==> config.mk <==
export PLATFORM = sky130hd
export DESIGN_NAME = spib_top
export DESIGN_NICKNAME = d
export VERILOG_FILES = /design/src/rtl/spib_pkg.sv /design/src/rtl/spib_sh_if.sv /design/src/rtl/spib_clkgen.sv /design/src/rtl/spib_shifter.sv /design/src/rtl/spib_top.sv
export SDC_FILE = /design/constraint.sdc
export NUM_CORES = 1
export LEC_CHECK = 0
export ABC_AREA = 1
export ABC_CLOCK_PERIOD_IN_PS = 3550
export BUFFER_PORTS_ARGS = -buffer_cell sky130_fd_sc_hd__buf_2
export CAP_MARGIN = 20
export CORE_UTILIZATION = 30
export DETAILED_ROUTE_END_ITERATION = 7
export GPL_TIMING_DRIVEN = 0
export HOLD_SLACK_MARGIN = 0.05
export PLACE_DENSITY = 0.49
export SLEW_MARGIN = 20
export SYNTH_ARGS = -nofsm -noshare
export SYNTH_HDL_FRONTEND = slang
export SYNTH_SLANG_ARGS = --single-unit
==> constraint.sdc <==
create_clock -name ref_clk -period 3.55 [get_ports ref_clk]
set_input_delay 0.1775 -clock ref_clk [delete_from_list [all_inputs] [get_ports ref_clk]]
set_output_delay 0.1775 -clock ref_clk [all_outputs]
set_load 0.005 [all_outputs]
==> src/rtl/spib_pkg.sv <==
/*
  Shared constants and types for the buffered SPI master/slave block:
  register offsets, field positions, reset values, engine states.
  Assumes an 8-bit register port with byte-wide data.
*/
package spib_pkg;
  localparam int SPIB_BYTE_W = 8;
  typedef logic [SPIB_BYTE_W-1:0] spib_byte_t;
  typedef logic [2:0] spib_rate_t;
  typedef logic [3:0] spib_edge_t;

  // register offsets
  localparam spib_byte_t ADDR_STAT = 8'h84;
  localparam spib_byte_t ADDR_CTRL = 8'h85;
  localparam spib_byte_t ADDR_DATA = 8'h86;

  // reset values
  localparam spib_byte_t CTRL_RST = 8'h04;
  localparam spib_byte_t DATA_RST = 8'h00;
  localparam logic STAT_FLAG_RST = 1'b0;

  // control fields
  localparam int BIT_IGNORE_SELECT = 7;
  localparam int BIT_ENABLE = 6;
  localparam int BIT_ORDER = 5;
  localparam int BIT_MASTER = 4;
  localparam int BIT_CPOL = 3;
  localparam int BIT_CPHA = 2;
  localparam int BIT_RATE1 = 1;
  localparam int BIT_RATE0 = 0;

  // status fields
  localparam int BIT_COMPLETE = 7;
  localparam int BIT_COLLISION = 6;
  localparam int BIT_HOLD_FULL = 5;
  localparam int BIT_BUSY = 4;
  localparam int BIT_RATE2 = 0;

  // bit clock timing
  localparam int SYSCLK_HALF_BASE = 2;
  localparam int OVF_PER_HALF = 3;
  localparam spib_rate_t RATE_UART1 = 3'h6;
  localparam spib_edge_t EDGE_LAST = 4'hF;

  typedef enum logic [1:0] {
    ST_IDLE = 2'b00,
    ST_SHIFT = 2'b01,
    ST_FINAL = 2'b11,
    ST_DONE = 2'b10
  } spib_state_t;
endpackage

==> src/rtl/spib_sh_if.sv <==
/*
  Carrier between the engine and its byte shifter.
  Assumes both ends run on the same clock.
*/
`timescale 1ns/1ps
interface spib_sh_if #(parameter int W = 8);
  logic load;
  logic [W-1:0] load_byte;
  logic sample;
  logic shift;
  logic din;
  logic lsb_first;
  logic [W-1:0] byte_q;
  logic dout;
  modport ctl (output load, load_byte, sample, shift, din, lsb_first, input byte_q, dout);
  modport shf (input load, load_byte, sample, shift, din, lsb_first, output byte_q, dout);
endinterface

==> src/rtl/spib_clkgen.sv <==
/*
  Master bit clock generator: one tick per half bit period.
  Assumes overflow inputs are one-cycle pulses on ref_clk.
*/
`timescale 1ns/1ps
module spib_clkgen #(
  parameter int CW = 7
) (
  input wire logic ref_clk, // system clock
  input wire logic sys_rst, // synchronous reset
  input wire logic run, // count while high
  input wire spib_pkg::spib_rate_t rate, // rate select code
  input wire logic uart_ovf, // uart1 baud timer overflow pulse
  input wire logic t3_ovf, // timer3 overflow pulse
  input wire logic t3_lo_ovf, // timer3 low byte overflow pulse
  input wire logic t3_split, // timer3 in split mode
  output logic tick // half bit period pulse
);
  import spib_pkg::*;

  if (CW < 6) begin : g_bad_width
    $error("spib_clkgen: CW too small for the slowest divider");
  end

  logic [CW-1:0] cnt_q;
  logic [CW-1:0] limit;
  logic src_ev;

  // divide selection, see [RULE6]
  assign limit = (rate < RATE_UART1) ? CW'((SYSCLK_HALF_BASE << rate) - 1) :
                                       CW'(OVF_PER_HALF - 1);
  // split timer uses low byte overflow, see [RULE7]
  assign src_ev = (rate < RATE_UART1) ? 1'b1 :
                  (rate == RATE_UART1) ? uart_ovf :
                  (t3_split ? t3_lo_ovf : t3_ovf);
  assign tick = run & src_ev & (cnt_q == limit);

  always_ff @(posedge ref_clk) begin
    if (sys_rst || !run) begin
      cnt_q <= '0;
    end else if (src_ev) begin
      cnt_q <= (cnt_q == limit) ? '0 : cnt_q + 1'b1;
    end
  end
endmodule

==> src/rtl/spib_shifter.sv <==
/*
  Byte shift register with selectable bit order.
  Assumes load and shift never come in the same cycle.
*/
`timescale 1ns/1ps
module spib_shifter #(
  parameter int W = 8
) (
  input wire logic ref_clk, // system clock
  input wire logic sys_rst, // synchronous reset
  spib_sh_if.shf sh // engine side
);
  import spib_pkg::*;

  if (W < 2) begin : g_bad_width
    $error("spib_shifter: W must be at least 2");
  end

  logic [W-1:0] sr_q;
  logic smp_q;

  // order control, see [RULE10]
  assign sh.dout = sh.lsb_first ? sr_q[0] : sr_q[W-1];
  assign sh.byte_q = sr_q;

  always_ff @(posedge ref_clk) begin
    if (sys_rst) begin
      sr_q <= '0;
      smp_q <= 1'b0;
    end else begin
      if (sh.sample) begin
        smp_q <= sh.din;
      end
      if (sh.load) begin
        sr_q <= sh.load_byte;
      end else if (sh.shift) begin
        sr_q <= sh.lsb_first ? {smp_q, sr_q[W-1:1]} : {sr_q[W-2:0], smp_q};
      end
    end
  end
endmodule

==> src/rtl/spib_top.sv <==
/*
  Buffered SPI master/slave: register port, holding buffer, engine,
  pin drive. Assumes pin inputs synchronous to ref_clk and overflow
  inputs one cycle long.
*/
// Implementation choice: the address-and-strobe port.
// Functional notes
// [RULE1] write into empty holding buffer sets full
// [RULE2] empty shift register takes buffered byte at once
// [RULE3] master starts on loaded byte, slave waits
// [RULE4] write while full dropped, sets collision flag
// [RULE5] collision flag cleared only by writing one
// [RULE6] rate code selects sysclk or overflow divider
// [RULE7] split timer3 uses low byte overflow
// [RULE8] ignore-select chooses pin or master bit
// [RULE9] enable low releases all pins
// [RULE10] bit order: msb first or lsb first
// [RULE11] master bit selects slave or master
// [RULE12] polarity sets clock idle level
// [RULE13] phase zero: sample leading, change trailing
// [RULE14] phase one: drive leading, sample trailing
// [RULE15] completion flag set at byte end
// [RULE16] completion flag set on forced role change
// [RULE17] completion flag cleared only by writing one
// [RULE18] holding full flag read-only, hardware driven
// [RULE19] busy while transferring or shift register loaded
// [RULE20] software writes zero to reserved status bits
// [RULE21] status bit zero is rate msb
// [RULE22] separate transmit and receive data buffers
// [RULE23] select low as master clears master bit
// [RULE24] clock stops after one byte, exchange
// [RULE25] slave timing only from external clock
`timescale 1ns/1ps
module spib_top #(
  parameter int RATE_CW = 7
) (
  input wire logic ref_clk, // system clock
  input wire logic sys_rst, // synchronous reset, active high
  input wire spib_pkg::spib_byte_t reg_addr, // register address
  input wire spib_pkg::spib_byte_t reg_wdata, // write data
  input wire logic reg_wr, // write strobe
  input wire logic reg_rd, // read strobe
  output spib_pkg::spib_byte_t reg_rdata, // read data, cycle after strobe
  input wire logic serial_clock_pin_level, // clock pin level
  output logic serial_clock_pin_drive, // clock pin drive value
  output logic serial_clock_pin_oe_n, // clock pin enable, low drives
  input wire logic mosi_level, // master-out pin level
  output logic mosi_drive, // master-out drive value
  output logic mosi_oe_n, // master-out enable, low drives
  input wire logic miso_level, // master-in pin level
  output logic miso_drive, // master-in drive value
  output logic miso_oe_n, // master-in enable, low drives
  input wire logic slave_select_input_n, // slave select pin
  input wire logic uart1_baud_timer_overflow, // overflow pulse
  input wire logic timer3_overflow, // overflow pulse
  input wire logic timer3_low_byte_overflow, // overflow pulse
  input wire logic timer3_split_mode, // timer3 split mode level
  output logic pins_claimed, // high: pins owned by the interface
  output logic complete_req // completion flag level for irq logic
);
  import spib_pkg::*;

  spib_byte_t ctrl_q;
  spib_byte_t ctrl_d;
  spib_byte_t ctrl_wr_val;
  spib_byte_t thr_q;
  spib_byte_t rx_q;
  spib_byte_t rdata_q;
  spib_byte_t stat_val;
  spib_byte_t rd_val;
  logic rate_select_bit2_q;
  logic transfer_complete_flag_q;
  logic write_collision_flag_q;
  logic holding_full_flag_q;
  logic osr_full_q;
  logic phase_q;
  logic sclk_prev_q;
  spib_edge_t cnt_q;
  spib_state_t state_q;
  spib_state_t state_d;

  spib_sh_if #(.W(SPIB_BYTE_W)) sh ();

  // register decode
  wire wr_stat = reg_wr & (reg_addr == ADDR_STAT);
  wire wr_ctrl = reg_wr & (reg_addr == ADDR_CTRL);
  wire wr_data = reg_wr & (reg_addr == ADDR_DATA);

  wire en = ctrl_q[BIT_ENABLE];
  wire ignore_select_pin = ctrl_q[BIT_IGNORE_SELECT];
  wire master_select = ctrl_q[BIT_MASTER];
  wire cpol = ctrl_q[BIT_CPOL];
  wire cpha = ctrl_q[BIT_CPHA];
  wire spib_rate_t rate = {rate_select_bit2_q, ctrl_q[BIT_RATE1], ctrl_q[BIT_RATE0]};

  // role resolution, see [RULE8] [RULE11]
  wire mode_chg = en & master_select & !ignore_select_pin & !slave_select_input_n;
  wire role_master = en & master_select & !mode_chg;
  wire selected = en & !master_select & (ignore_select_pin | !slave_select_input_n);

  wire running = (state_q == ST_SHIFT);
  wire idle = (state_q == ST_IDLE);
  wire final_st = (state_q == ST_FINAL);
  wire done = (state_q == ST_DONE);
  wire busy = osr_full_q | !idle;
  wire tick;

  // master edges from the divider
  wire m_lead = tick & !phase_q;
  wire m_trail = tick & phase_q;
  // slave edges from the external clock only, see [RULE25]
  wire lvl_now = serial_clock_pin_level ^ cpol;
  wire lvl_prev = sclk_prev_q ^ cpol;
  wire s_ok = selected & (idle | running);
  wire s_lead = s_ok & lvl_now & !lvl_prev;
  wire s_trail = s_ok & !lvl_now & lvl_prev;

  wire ev_lead = role_master ? m_lead : s_lead;
  wire ev_trail = role_master ? m_trail : s_trail;
  wire ev_edge = ev_lead | ev_trail;
  wire last_edge = ev_edge & (cnt_q == EDGE_LAST);

  // master kicks off on loaded shift register, see [RULE3]
  wire start = role_master & osr_full_q & idle;
  wire abort = !en | (running & (mode_chg | (!role_master & !selected)));
  // holding buffer to shift register, see [RULE2]
  wire move_ok = holding_full_flag_q & !busy & !ev_edge;
  wire wr_accept = wr_data & !holding_full_flag_q;
  wire wr_collide = wr_data & holding_full_flag_q;

  // sampling and shifting per phase, see [RULE13] [RULE14]
  assign sh.sample = cpha ? ev_trail : ev_lead;
  assign sh.shift = cpha ? ((ev_lead & (cnt_q != '0)) | final_st) : ev_trail;
  assign sh.load = move_ok;
  assign sh.load_byte = thr_q;
  assign sh.din = role_master ? miso_level : mosi_level;
  assign sh.lsb_first = ctrl_q[BIT_ORDER];

  spib_shifter #(.W(SPIB_BYTE_W)) u_shifter (
    .ref_clk(ref_clk),
    .sys_rst(sys_rst),
    .sh(sh)
  );

  spib_clkgen #(.CW(RATE_CW)) u_clkgen (
    .ref_clk(ref_clk),
    .sys_rst(sys_rst),
    .run(role_master & running),
    .rate(rate),
    .uart_ovf(uart1_baud_timer_overflow),
    .t3_ovf(timer3_overflow),
    .t3_lo_ovf(timer3_low_byte_overflow),
    .t3_split(timer3_split_mode),
    .tick(tick)
  );

  // engine sequence: clock stops after one byte, see [RULE24]
  always_comb begin
    state_d = state_q;
    case (state_q)
      ST_IDLE: begin
        if (start || ev_edge) begin
          state_d = ST_SHIFT;
        end
      end
      ST_SHIFT: begin
        if (last_edge) begin
          state_d = ST_FINAL;
        end
      end
      ST_FINAL: begin
        state_d = ST_DONE;
      end
      ST_DONE: begin
        state_d = ST_IDLE;
      end
      default: begin
        state_d = ST_IDLE;
      end
    endcase
    if (abort) begin
      state_d = ST_IDLE;
    end
  end

  // hardware clears master bit on forced role change, see [RULE23]
  assign ctrl_wr_val = wr_ctrl ? reg_wdata : ctrl_q;
  always_comb begin
    ctrl_d = ctrl_wr_val;
    ctrl_d[BIT_MASTER] = ctrl_wr_val[BIT_MASTER] & !mode_chg;
  end

  always_ff @(posedge ref_clk) begin
    if (sys_rst) begin
      state_q <= ST_IDLE;
      cnt_q <= '0;
      phase_q <= 1'b0;
      sclk_prev_q <= 1'b0;
    end else begin
      state_q <= state_d;
      cnt_q <= (abort || last_edge) ? '0 : (ev_edge ? cnt_q + 1'b1 : cnt_q);
      phase_q <= (role_master & running) ? (phase_q ^ tick) : 1'b0;
      sclk_prev_q <= serial_clock_pin_level;
    end
  end

  // registers and flags; hardware set wins over software clear
  always_ff @(posedge ref_clk) begin
    if (sys_rst) begin
      ctrl_q <= CTRL_RST;
      rate_select_bit2_q <= STAT_FLAG_RST;
      transfer_complete_flag_q <= STAT_FLAG_RST;
      write_collision_flag_q <= STAT_FLAG_RST;
      holding_full_flag_q <= STAT_FLAG_RST;
      thr_q <= DATA_RST;
      rx_q <= DATA_RST;
      osr_full_q <= 1'b0;
    end else begin
      ctrl_q <= ctrl_d;
      // rate msb, see [RULE21]
      rate_select_bit2_q <= wr_stat ? reg_wdata[BIT_RATE2] : rate_select_bit2_q;
      // completion flag, see [RULE15] [RULE16] [RULE17]
      transfer_complete_flag_q <= done | mode_chg | (transfer_complete_flag_q & !(wr_stat & reg_wdata[BIT_COMPLETE]));
      // collision flag, see [RULE4] [RULE5]
      write_collision_flag_q <= wr_collide | (write_collision_flag_q & !(wr_stat & reg_wdata[BIT_COLLISION]));
      // holding buffer, see [RULE1] [RULE18]
      if (wr_accept) begin
        thr_q <= reg_wdata;
        holding_full_flag_q <= 1'b1;
      end else if (move_ok) begin
        holding_full_flag_q <= 1'b0;
      end
      if (move_ok) begin
        osr_full_q <= 1'b1;
      end else if (done || abort) begin
        osr_full_q <= 1'b0;
      end
      // receive buffer apart from transmit path, see [RULE22]
      if (done) begin
        rx_q <= sh.byte_q;
      end
    end
  end

  // read path; reserved status bits read zero, see [RULE19] [RULE20]
  always_comb begin
    stat_val = '0;
    stat_val[BIT_COMPLETE] = transfer_complete_flag_q;
    stat_val[BIT_COLLISION] = write_collision_flag_q;
    stat_val[BIT_HOLD_FULL] = holding_full_flag_q;
    stat_val[BIT_BUSY] = busy;
    stat_val[BIT_RATE2] = rate_select_bit2_q;
  end
  assign rd_val = (reg_addr == ADDR_STAT) ? stat_val :
                  (reg_addr == ADDR_CTRL) ? ctrl_q :
                  (reg_addr == ADDR_DATA) ? rx_q : '0;

  always_ff @(posedge ref_clk) begin
    if (sys_rst) begin
      rdata_q <= '0;
    end else begin
      rdata_q <= reg_rd ? rd_val : '0;
    end
  end
  assign reg_rdata = rdata_q;

  // pin drive; clock idles at polarity level, see [RULE9] [RULE12]
  wire drive_master = role_master & (ignore_select_pin | running);
  assign serial_clock_pin_drive = cpol ^ (running & phase_q);
  assign serial_clock_pin_oe_n = !drive_master;
  assign mosi_drive = sh.dout;
  assign mosi_oe_n = !drive_master;
  assign miso_drive = sh.dout;
  assign miso_oe_n = !selected;
  assign pins_claimed = en;
  assign complete_req = transfer_complete_flag_q;
endmodule

== Word-level counts from Yosys, hierarchy flattened ==
Cells that the tools add are included.

* Register bits: 61
* Input bits: 28
* Word-level logic and storage cells: 145

* Add/subtract/negate cells: 3
* Order comparisons: 1
* Eq/ne operators: 11
* Shift operators: 1
* Muxes and demuxes: 25
* Bitwise operators: 53
* Reduce and logical (&&, ||, !) cells: 33

{| class="wikitable"
|+ Operators with widths
! kind !! number
|-
| $mux 8 || 6
|-
| $and 1x1->1 || 36
|-
| $eq 8x8->1 const B || 3
|-
| $logic_not 1->1 || 18
|-
| $mux 7 || 2
|-
| $mux 1 || 13
|-
| $or 1x1->1 || 11
|-
| $pmux 2 s4 || 1
|-
| $reduce_or 2->1 || 4
|-
| $add 7x1->7 const B || 1
|-
| $eq 7x7->1 || 1
|-
| $shl 2x3->7 const A || 1
|-
| $sub 7x2->7 const B || 1
|-
| $reduce_bool 2->1 || 3
|-
| $mux 5 || 1
|-
| $add 4x1->4 const B || 1
|-
| $eq 2x2->1 const B || 2
|-
| $eq 4x4->1 const B || 1
|-
| $logic_or 1x1->1 || 4
|-
| $mux 2 || 2
|-
| $ne 2x1->1 const B || 2
|-
| $reduce_bool 4->1 || 1
|-
| $xor 1x1->1 || 4
|-
| $eq 3x3->1 const B || 1
|-
| other kinds (6) || 7
|}

== Longest topological paths before layout ==
Gate-level depths: netlist of run 1.

* Depth in word-level cells: 15
* Gate-level depth with buffers: 19

== Modules after synthesis ==
A second synthesis of run 1 with hierarchy kept.

* Cell total of the unflattened synthesis: 482
* Area, all modules: 3,330.7 µm²

{| class="wikitable"
|+ Modules (own cells, without submodules)
! module !! instances !! cells each !! area an instance (µm²) !! seq. area each (µm²)
|-
| spib_top || 1 || 295 || 2,165.8 || 900.9
|-
| spib_clkgen || 1 || 102 || 641.9 || 140.1
|-
| spib_shifter || 1 || 85 || 523.0 || 180.2
|}

== Least setup slack after synthesis of run 1 ==
OpenSTA, ideal clock, no wires.

* Kind: flip-flop to flip-flop
* From: register ctrl_q[1]
* To: register cnt_q[3]
* Arrival time: 2.404 ns
* Data required time: 3.434 ns
* Path slack: 1.030 ns
* Stages on the path, launching flop included: 19
* Cells stage by stage: dfxtp_1 inv_1 ha_1 nand2_1 nand2_1 nor3_1 nand2_1 nor2_1 nand3b_1 nor2_1 ha_1 inv_1 nor2_1 o21bai_2 nor2_4 nor2_1 nand3_1 nand2_1 a21oi_1

* Longest elaborated chain between the ends: 11

{| class="wikitable"
|+ Ends and longest elaborated chain
! what !! RTL line !! source
|-
| start: declaration || spib_top.sv:63 || <nowiki>spib_byte_t ctrl_q;</nowiki>
|-
| start signal: assignment || spib_top.sv:219 || <nowiki>ctrl_q <= ctrl_d;</nowiki>
|-
| $shl 2x3->7 or $eq 3x3->1 (tied branches) || spib_clkgen.sv:30, spib_clkgen.sv:34 ||
|-
| $sub 7x2->7 or $mux 1 (tied branches) || spib_clkgen.sv:30, spib_clkgen.sv:34 ||
|-
| $mux 7 or $mux 1 (tied branches) || spib_clkgen.sv:30, spib_clkgen.sv:33 ||
|-
| $eq 7x7->1 or $and 1x1->1 (tied branches) || spib_clkgen.sv:36 || <nowiki>assign tick = run & src_ev & (cnt_q == limit);</nowiki>
|-
| $and 1x1->1 * || spib_clkgen.sv:36 ||
|-
| $and 1x1->1, on equally long branches || spib_top.sv:109, spib_top.sv:110 ||
|-
| $mux 1, on equally long branches || spib_top.sv:118, spib_top.sv:119 ||
|-
| $or 1x1->1 * || spib_top.sv:120 || <nowiki>wire ev_edge = ev_lead | ev_trail;</nowiki>
|-
| $and 1x1->1 || spib_top.sv:121 || <nowiki>wire last_edge = ev_edge & (cnt_q == EDGE_LAST);</nowiki>
|-
| $logic_or 1x1->1 || spib_top.sv:201 || <nowiki>cnt_q <= (abort || last_edge) ? '0 : (ev_edge ? cnt_q + 1'b1 : cnt_q);</nowiki>
|-
| $reduce_or 2->1 (no source line) || - ||
|-
| end signal: assignment || spib_top.sv:201 ||
|-
| end: declaration || spib_top.sv:78 || <nowiki>spib_edge_t cnt_q;</nowiki>
|}

Every way passes the cells marked *; elsewhere a longest branch is shown, timed or not.
A chain may end at the register's enable or synchronous reset.

== Worst setup path in the final report of run 1 ==
* From: register ctrl_q[1]
* To: register cnt_q[1]

The elaborated chain is that of the path after synthesis.

==> insert_results.sql, run 1 <==
INSERT INTO impl_metrics (metric_group, metric, value, unit) VALUES
('placed_design', 'post-dp-hpwl', '6790', 'um'),
('sta', 'setup-tns-final', '0', 'ns'),
('global_route', 'antenna_found_initial', '0', ''),
('layout', 'drive_above_1_share', '19.7', '%'),
('synthesis', 'synthMostInstantiatedCell', 'nand2_1', ''),
('synthesis', 'seq_area_frac_synth', '36.9', '%'),
('sta', 'final_max_slew_viol_count', '0', ''),
('hold_path', 'worst_hold_path.num_cells', '3', ''),
('hold_path', 'worst_case_hold_path_end_point', 'sh.load_byte[3]', ''),
('hold_path', 'hold_path_class', 'input port to register', ''),
('clock_network', 'worstSkewPairLatency', '0.35', 'ns'),
('synthesis', 'net_count_of_the_mapped_netlist', '516', ''),
('synthesis', 'synthDominantCellAreaShare', '36.9', '%'),
('synthesis', 'flip_flop_cell_with_the_highest_count_after_synthesis', 'dfxtp_1', ''),
('synthesis', 'synth_edf_count', '0', ''),
('synthesis', 'synth.area.top_cells', 'dfxtp_1, nand2_1, o21ai_0', ''),
('die', 'floorplan.die_area', '0.0114', 'mm^2'),
('hold_path', 'worstHoldStart', 'reg_wdata[3]', ''),
('clock_network', 'tritoncts_num_sinks', '61', ''),
('setup_path', 'timing.critical_path.to_type', 'register', ''),
('global_route', 'first_pass_grt_wire_length', '14400', 'um'),
('setup_path', 'startpoint_type', 'register', ''),
('setup_path', 'worstSetupStartpoint', 'ctrl_q[1]', ''),
('global_route', 'number_of_global_route_vias_before_repair', '2932', ''),
('layout', 'diodes', '0', ''),
('pwr', 'irDropWorstVdd', '0.188', 'mV'),
('clock_network', 'cts_max_path_buffers', '2', ''),
('setup_path', 'setup.reg_to_reg.worst_slack', '0.54', 'ns'),
('routing', 'drc', '0', ''),
('layout', 'nNetsFinal', '570', ''),
('setup_path', 'worst_ep_arrival_time', '3.24', 'ns'),
('routing', 'antenna_violating_nets_post_route', '0', ''),
('synthesis', 'synth.yosys.warnings', '0', ''),
('setup_path', 'cpLargestDelayFamily', 'simple AND/OR/NAND/NOR gates', ''),
('setup_path', 'worst_setup_path_class', 'register to register', ''),
('global_route', 'globalRouteOverflowTotal', '0', ''),
('flow_run', 'drv.max_cap_violation_count', '0', ''),
('run_status', 'status', 'finished clean', ''),
('die', 'top_level_pins', '44', ''),
('pwr', 'p_per_area', '371', 'mW/mm^2'),
('layout', 'n_fill_cell', '1143', ''),
('sta', 'timing_hold_violations_final', '0', ''),
('routing', 'routed-via-count', '3183', ''),
('clock_network', 'post_cts_hold_buffer_count', '0', ''),
('clock_network', 'cts_buffers', '9', ''),
('die', 'vert_die_dim', '107', 'um'),
('setup_path', 'reg2reg_from', 'ctrl_q[1]', ''),
('synthesis', 'netlist_area', '0.00331', 'mm^2'),
('sta', 'achievable-frequency', '332', 'MHz'),
('clock_network', 'ctsRootBufferMaster', 'clkbuf_8', ''),
('routing', 'drtIter0Drc', '148', ''),
('layout', 'finish.utilization', '37.3', '%'),
('sta', 'worst-slew-pin-transition', '0.548', 'ns'),
('setup_path', 'critical_path.reg2reg.endpoint', 'cnt_q[1]', ''),
('die', 'floorplan.rows', '37', ''),
('layout', 'syn2layout_area_growth', '18.4', '%'),
('routing', 'postRouteWirelength', '8850', 'um'),
('synthesis', 'synth.avg_cell_area', '6.92', 'um^2'),
('global_route', 'use_met1', '22.2', '%'),
('global_route', 'grt_use_met3', '3.71', '%'),
('synthesis', 'synth.distinct_cells', '32', ''),
('die', 'fp.dieW', '107', 'um'),
('routing', 'dr.pass1.iters', '4', ''),
('sta', 'max_slew_margin', '63.4', '%'),
('placed_design', 'gp_congestion', '0.799', ''),
('setup_path', 'crit_path_cell_trace', 'inv_1 > ha_1 > nand2_1 > nand2_1 > nor3_1 > nand2_1 > nor2_1 > nand3b_1 > nor2_1 > ha_1 > inv_1 > nor2_1 > o21bai_2 > nor2_4 > nor2_1 > nand3_1 > nand2_1 > a21oi_1', ''),
('die', 'core_area', '0.0105', 'mm^2'),
('placed_design', 'placement.io_buffers', '43', ''),
('global_route', 'grt.met2_usage', '25.8', '%'),
('setup_path', 'slowest_delay', '0.50', 'ns'),
('synthesis', 'yosys.area.top_type', 'dfxtp_1', '');
-- worst max-delay path by stage --
stage                to  depth (start not counted)
3_5_place_dp   cnt_q[1]                         18
2_1_floorplan  cnt_q[3]                         18
4_1_cts        cnt_q[1]                         18
5_1_grt        cnt_q[1]                         18
6_report       cnt_q[1]                         18
3_3_place_gp   cnt_q[1]                         18
-- power breakdown --
group          internal (mW)  total, mW  leakage (nW)  switching (mW)
Sequential             0.685      0.686         0.491         0.00110
Clock                  0.413      0.713         0.112           0.299
Combinational         0.0206     0.0538          1.13          0.0332
-- registers in the layout, indices dropped and copies added (netlist names) --
register,cells
cnt_q,4
state_q,2
write_collision_flag_q,1
sh.load_byte,8
rx_q,8
u_shifter.smp_q,1
ctrl_q,8
phase_q,1
complete_req,1
u_clkgen.cnt_q,7
u_shifter.sh.byte_q,8
osr_full_q,1
reg_rdata,8
holding_full_flag_q,1
rate_select_bit2_q,1
sclk_prev_q,1
-- final cells by class --
type | count | area [um^2] | share of cell area (%)
Multi-Input combinational cell | 341 | 1770 | 45.3
Sequential cell | 61 | 1220 | 31.2
Inverter | 62 | 233 | 5.94
Timing Repair Buffer | 43 | 215 | 5.50
Tap cell | 136 | 170 | 4.35
Clock buffer | 10 | 138 | 3.51
Clock inverter | 6 | 86.3 | 2.20
Buffer | 14 | 80.1 | 2.04
-- stage by stage --
stage	instances	setup slack, ns	hold slack [ns]	power, mW	cell area, um^2
3_5_place_dp	657	0.566	0.444	0.756	3690
5_1_grt	673	0.202	0.0926	1.50	3920
3_3_place_gp	657	0.527	0.435	0.756	3690
2_1_floorplan	478	1.03	0.304	0.728	3310
4_1_cts	673	0.536	0.0881	1.46	3920
6_report	673	0.541	0.0975	1.45	3920
-- placed cells by master, fill, tap and decap left out, types with 8 or more instances in the layout --
cell type and count:
inv_2 8, buf_2 47, nand4_1 13, ha_1 10, nand2_1 109, nand2_2 8
o21ai_0 42, a21oi_1 33, nand3_1 19, nand3_2 9, nor2_1 54, clkbuf_8 10
nor3_1 9, dfxtp_1 61, inv_1 52
-- worst register-to-register path: cells and delay by family (launching register included) --
| kind | cells | cell delay [ns] |
|---|---|---|
| and+or+nand+nor | 12 | 1.43 |
| DFF | 1 | 0.50 |
| buffers and inverters | 2 | 0.21 |
| adders and majority gates | 2 | 0.50 |
| AOI/OAI and AO/OA | 2 | 0.25 |
-- routing by layer --
metal | part of all wire, % | vias up
li1 | - | 1649
met1 | 50 | 1448
met2 | 44 | 78
met3 | 4.7 | 8
met4 | 1.2 | 0
met5 | 0 | -
-- cells by family after synthesis --
family	synth area share, %
DFF	36.9
and+or+nand+nor	34.1
adders and majority gates	3.78
buffers and inverters	9.46
xor gates and xnor gates	1.59
AOI/OAI and AO/OA	14.1
Power figures use the tool's default switching activity.
==> inputs of run 2 (changes only) <==
- ABC_CLOCK_PERIOD_IN_PS: 3550 -> 2400
- PLACE_DENSITY: 0.49 -> 0.51
- clock period: 3.55 -> 2.4 ns (I/O delays scaled with it)
==> run 2 against run 1 <==
Net effect: the run now ends with negative setup slack left; register-to-register slack got worse by 0.76 ns; final cell count increased by 3.6%; die area unchanged; critical path type unchanged.
==> insert_results.sql, run 2 (synthesis gave the netlist of run 1 again) <==
INSERT INTO impl_metrics (metric_group, metric, value, unit) VALUES
('routing', 'drtIter0Drc', '135', ''),
('layout', 'syn2layout_area_growth', '31.1', '%'),
('layout', 'diodes', '0', ''),
('clock_network', 'cts_htree_levels', '3', ''),
('pwr', 'comb_power_share', '4.4', '%'),
('setup_path', 'critical_path.max_fanout', '8', ''),
('pwr', 'power_leakage', '1.85', 'nW'),
('global_route', 'antenna_found_initial', '0', ''),
('sta', 'max_slew_margin', '62.8', '%'),
('setup_path', 'setup.reg_to_reg.worst_slack', '-0.22', 'ns'),
('flow_run', 'drv.max_cap_violation_count', '0', ''),
('sta', 'final_max_slew_viol_count', '0', ''),
('layout', 'finish.utilization', '41.3', '%'),
('die', 'fp.dieW', '107', 'um'),
('routing', 'detail_route.vias_per_cell', '4.76', ''),
('setup_path', 'startpoint_type', 'register', ''),
('placed_design', 'gp_congestion', '0.801', ''),
('pwr', 'clock_share_of_power', '45.1', '%'),
('global_route', 'first_pass_grt_wire_length', '15400', 'um'),
('global_route', 'globalRouteOverflowTotal', '0', ''),
('routing', 'postRouteWirelength', '9520', 'um'),
('setup_path', 'cp_num_buf_inv', '3', ''),
('clock_network', 'cts_max_path_buffers', '2', ''),
('sta', 'fin_crit_sh', '109', '%'),
('die', 'floorplan.rows', '37', ''),
('global_route', 'grt_max_degree', '12', ''),
('die', 'vert_die_dim', '107', 'um'),
('layout', 'mostFrequentLayoutCell', 'nand2_1', ''),
('routing', 'antenna_violating_nets_post_route', '0', ''),
('global_route', 'gr-usage-all-layers', '17.4', '%'),
('die', 'core_area', '0.0105', 'mm^2'),
('setup_path', 'crit_path_cell_trace', 'buf_6 > ha_4 > xor2_2 > nor3_2 > nand2_1 > nor2_1 > nand3b_1 > nor2_2 > ha_2 > inv_1 > nor2_2 > buf_4 > nor2_4 > nand3_4 > nand2_4 > nor2_4 > nor2_1 > nor2_1', ''),
('setup_path', 'slowest_delay', '0.38', 'ns'),
('sta', 'fin_worst_skew', '0.00694', 'ns'),
('sta', 'timing.final.crit_period', '2.62', 'ns'),
('layout', 'nNetsFinal', '594', ''),
('routing', 'drt-wirelength-per-cell', '13.7', 'um'),
('setup_path', 'critPathSlowestCell', 'dfxtp_4', ''),
('clock_network', 'cts_buffers', '9', ''),
('clock_network', 'tritoncts_num_sinks', '61', ''),
('global_route', 'number_of_global_route_vias_before_repair', '3124', ''),
('routing', 'dr.pass1.iters', '4', ''),
('die', 'floorplan.die_area', '0.0114', 'mm^2'),
('layout', 'drive_above_1_share', '27.6', '%'),
('setup_path', 'worst_setup_path_class', 'register to register', ''),
('setup_path', 'worst_ep_arrival_time', '2.90', 'ns'),
('pwr', 'switching_share', '23.9', '%'),
('sta', 'worst-slew-pin-transition', '0.556', 'ns'),
('placed_design', 'placement.io_buffers', '43', ''),
('clock_network', 'ctsRootBufferMaster', 'clkbuf_8', ''),
('pwr', 'p_int', '1.53', 'mW'),
('pwr', 'fin_total_pwr', '2.01', 'mW'),
('setup_path', 'worst_path_most_repeated_cell', 'nor2_1', ''),
('setup_path', 'timing.critical_path.to_type', 'register', ''),
('pwr', 'power_frac_seq', '50.5', '%'),
('pwr', 'p_per_area', '463', 'mW/mm^2'),
('setup_path', 'cpLargestDelayFamily', 'simple AND/OR/NAND/NOR gates', ''),
('run_status', 'status', 'finished, violations left', ''),
('placed_design', 'post-dp-hpwl', '6680', 'um'),
('sta', 'finalSetupViolations', '17', ''),
('setup_path', 'worst-endpoint-required', '2.68', 'ns'),
('routing', 'routed-via-count', '3320', ''),
('layout', 'most-common-layout-cells', 'nand2_1, dfxtp_1, inv_1, nor2_1, buf_2', ''),
('die', 'floorplan.initialDensity', '31.5', '%'),
('run_status', 'violated_checks', 'negative setup slack', ''),
('sta', 'grt_setup_unrepaired', 'yes', ''),
('pwr', 'irDropWorstVdd', '0.205', 'mV'),
('sta', 'achievable-frequency', '382', 'MHz'),
('clock_network', 'cts_tree', 'built', ''),
('sta', 'timing_hold_violations_final', '0', ''),
('clock_network', 'cts.reportedPaths.clkPinSlew', '0.07', 'ns'),
('clock_network', 'worstSkewPairLatency', '0.34', 'ns'),
('routing', 'drc', '0', ''),
('hold_path', 'hold_path_class', 'input port to register', ''),
('pwr', 'total_switching_power', '0.480', 'mW'),
('sta', 'worst_slack', '-0.215', 'ns'),
('die', 'top_level_pins', '44', '');
==> run 2: cell type report <==
cell class	instances	area [um^2]
clock inverters	6	63.8
inverters	62	245
well taps	136	170
repair buffers	66	437
fillers	1093	6170
multi-input cells	342	1980
flip-flops and latches	61	1230
clock buffers	10	128
plain buffers	14	83.8
==> run 2: routing by layer <==
metal | vias up | GRT usage (%) | share of wire [%]
met5 | - | 0 | 0
met4 | 0 | 5.68 | 1.3
met3 | 11 | 2.98 | 5.4
met2 | 83 | 28.2 | 46
met1 | 1516 | 23.3 | 47
li1 | 1710 | - | -
==> run 2: worst paths after layout <==
path                                  to               start  depth (start not counted)
hold / removal           sh.load_byte[7]        reg_wdata[7]                          3
hold reg to reg        u_clkgen.cnt_q[6]   u_clkgen.cnt_q[6]                          2
setup reg to reg  u_shifter.sh.byte_q[5]  rate_select_bit2_q                         18
setup / recovery  u_shifter.sh.byte_q[5]  rate_select_bit2_q                         18
==> run 2: power by group through the flow <==
| stage | sequential [mW] | combinational (mW) | clock [mW] |
|---|---|---|---|
| after global routing | 1.01 | 0.0978 | 0.983 |
| after floorplan | 1.04 | 0.0385 | 0 |
| after CTS | 1.01 | 0.0873 | 0.935 |
| after detailed placement | 1.04 | 0.0796 | 0 |
| final | 1.01 | 0.0883 | 0.905 |
| after global placement | 1.04 | 0.0796 | 0 |
==> run 2: through the flow <==
step / hold slack [ns] / cell area [um^2] / setup TNS (ns) / std cells / setup WS (ns)
final: 0.0652 / 4340 / -2.40 / 697 / -0.215
after CTS: 0.0511 / 4230 / -1.32 / 695 / -0.126
after floorplan: 0.246 / 3320 / 0 / 478 / 0.0155
after detailed placement: 0.382 / 3710 / -4.69 / 657 / -0.347
after global placement: 0.377 / 3710 / -4.55 / 657 / -0.336
after global routing: 0.0612 / 4340 / -5.54 / 697 / -0.408
==> run 2: what timing repair did <==
| item | 4_1_cts | 5_1_grt |
|---|---|---|
| hold buffers | 5 | 0 |
| pin swaps | 33 | 16 |
| setup buffers | 15 | 2 |
| endpoints found under the setup margin | 17 | 17 |
| endpoints found under the hold margin | 7 | 0 |
| resized for setup | 34 | 19 |
| gates cloned | 2 | 0 |
==> run 2: tightest hold or removal path, stage by stage <==
cell	delay (ns)
buf_2	0.11
inv_1	0.07
a21oi_1	0.06
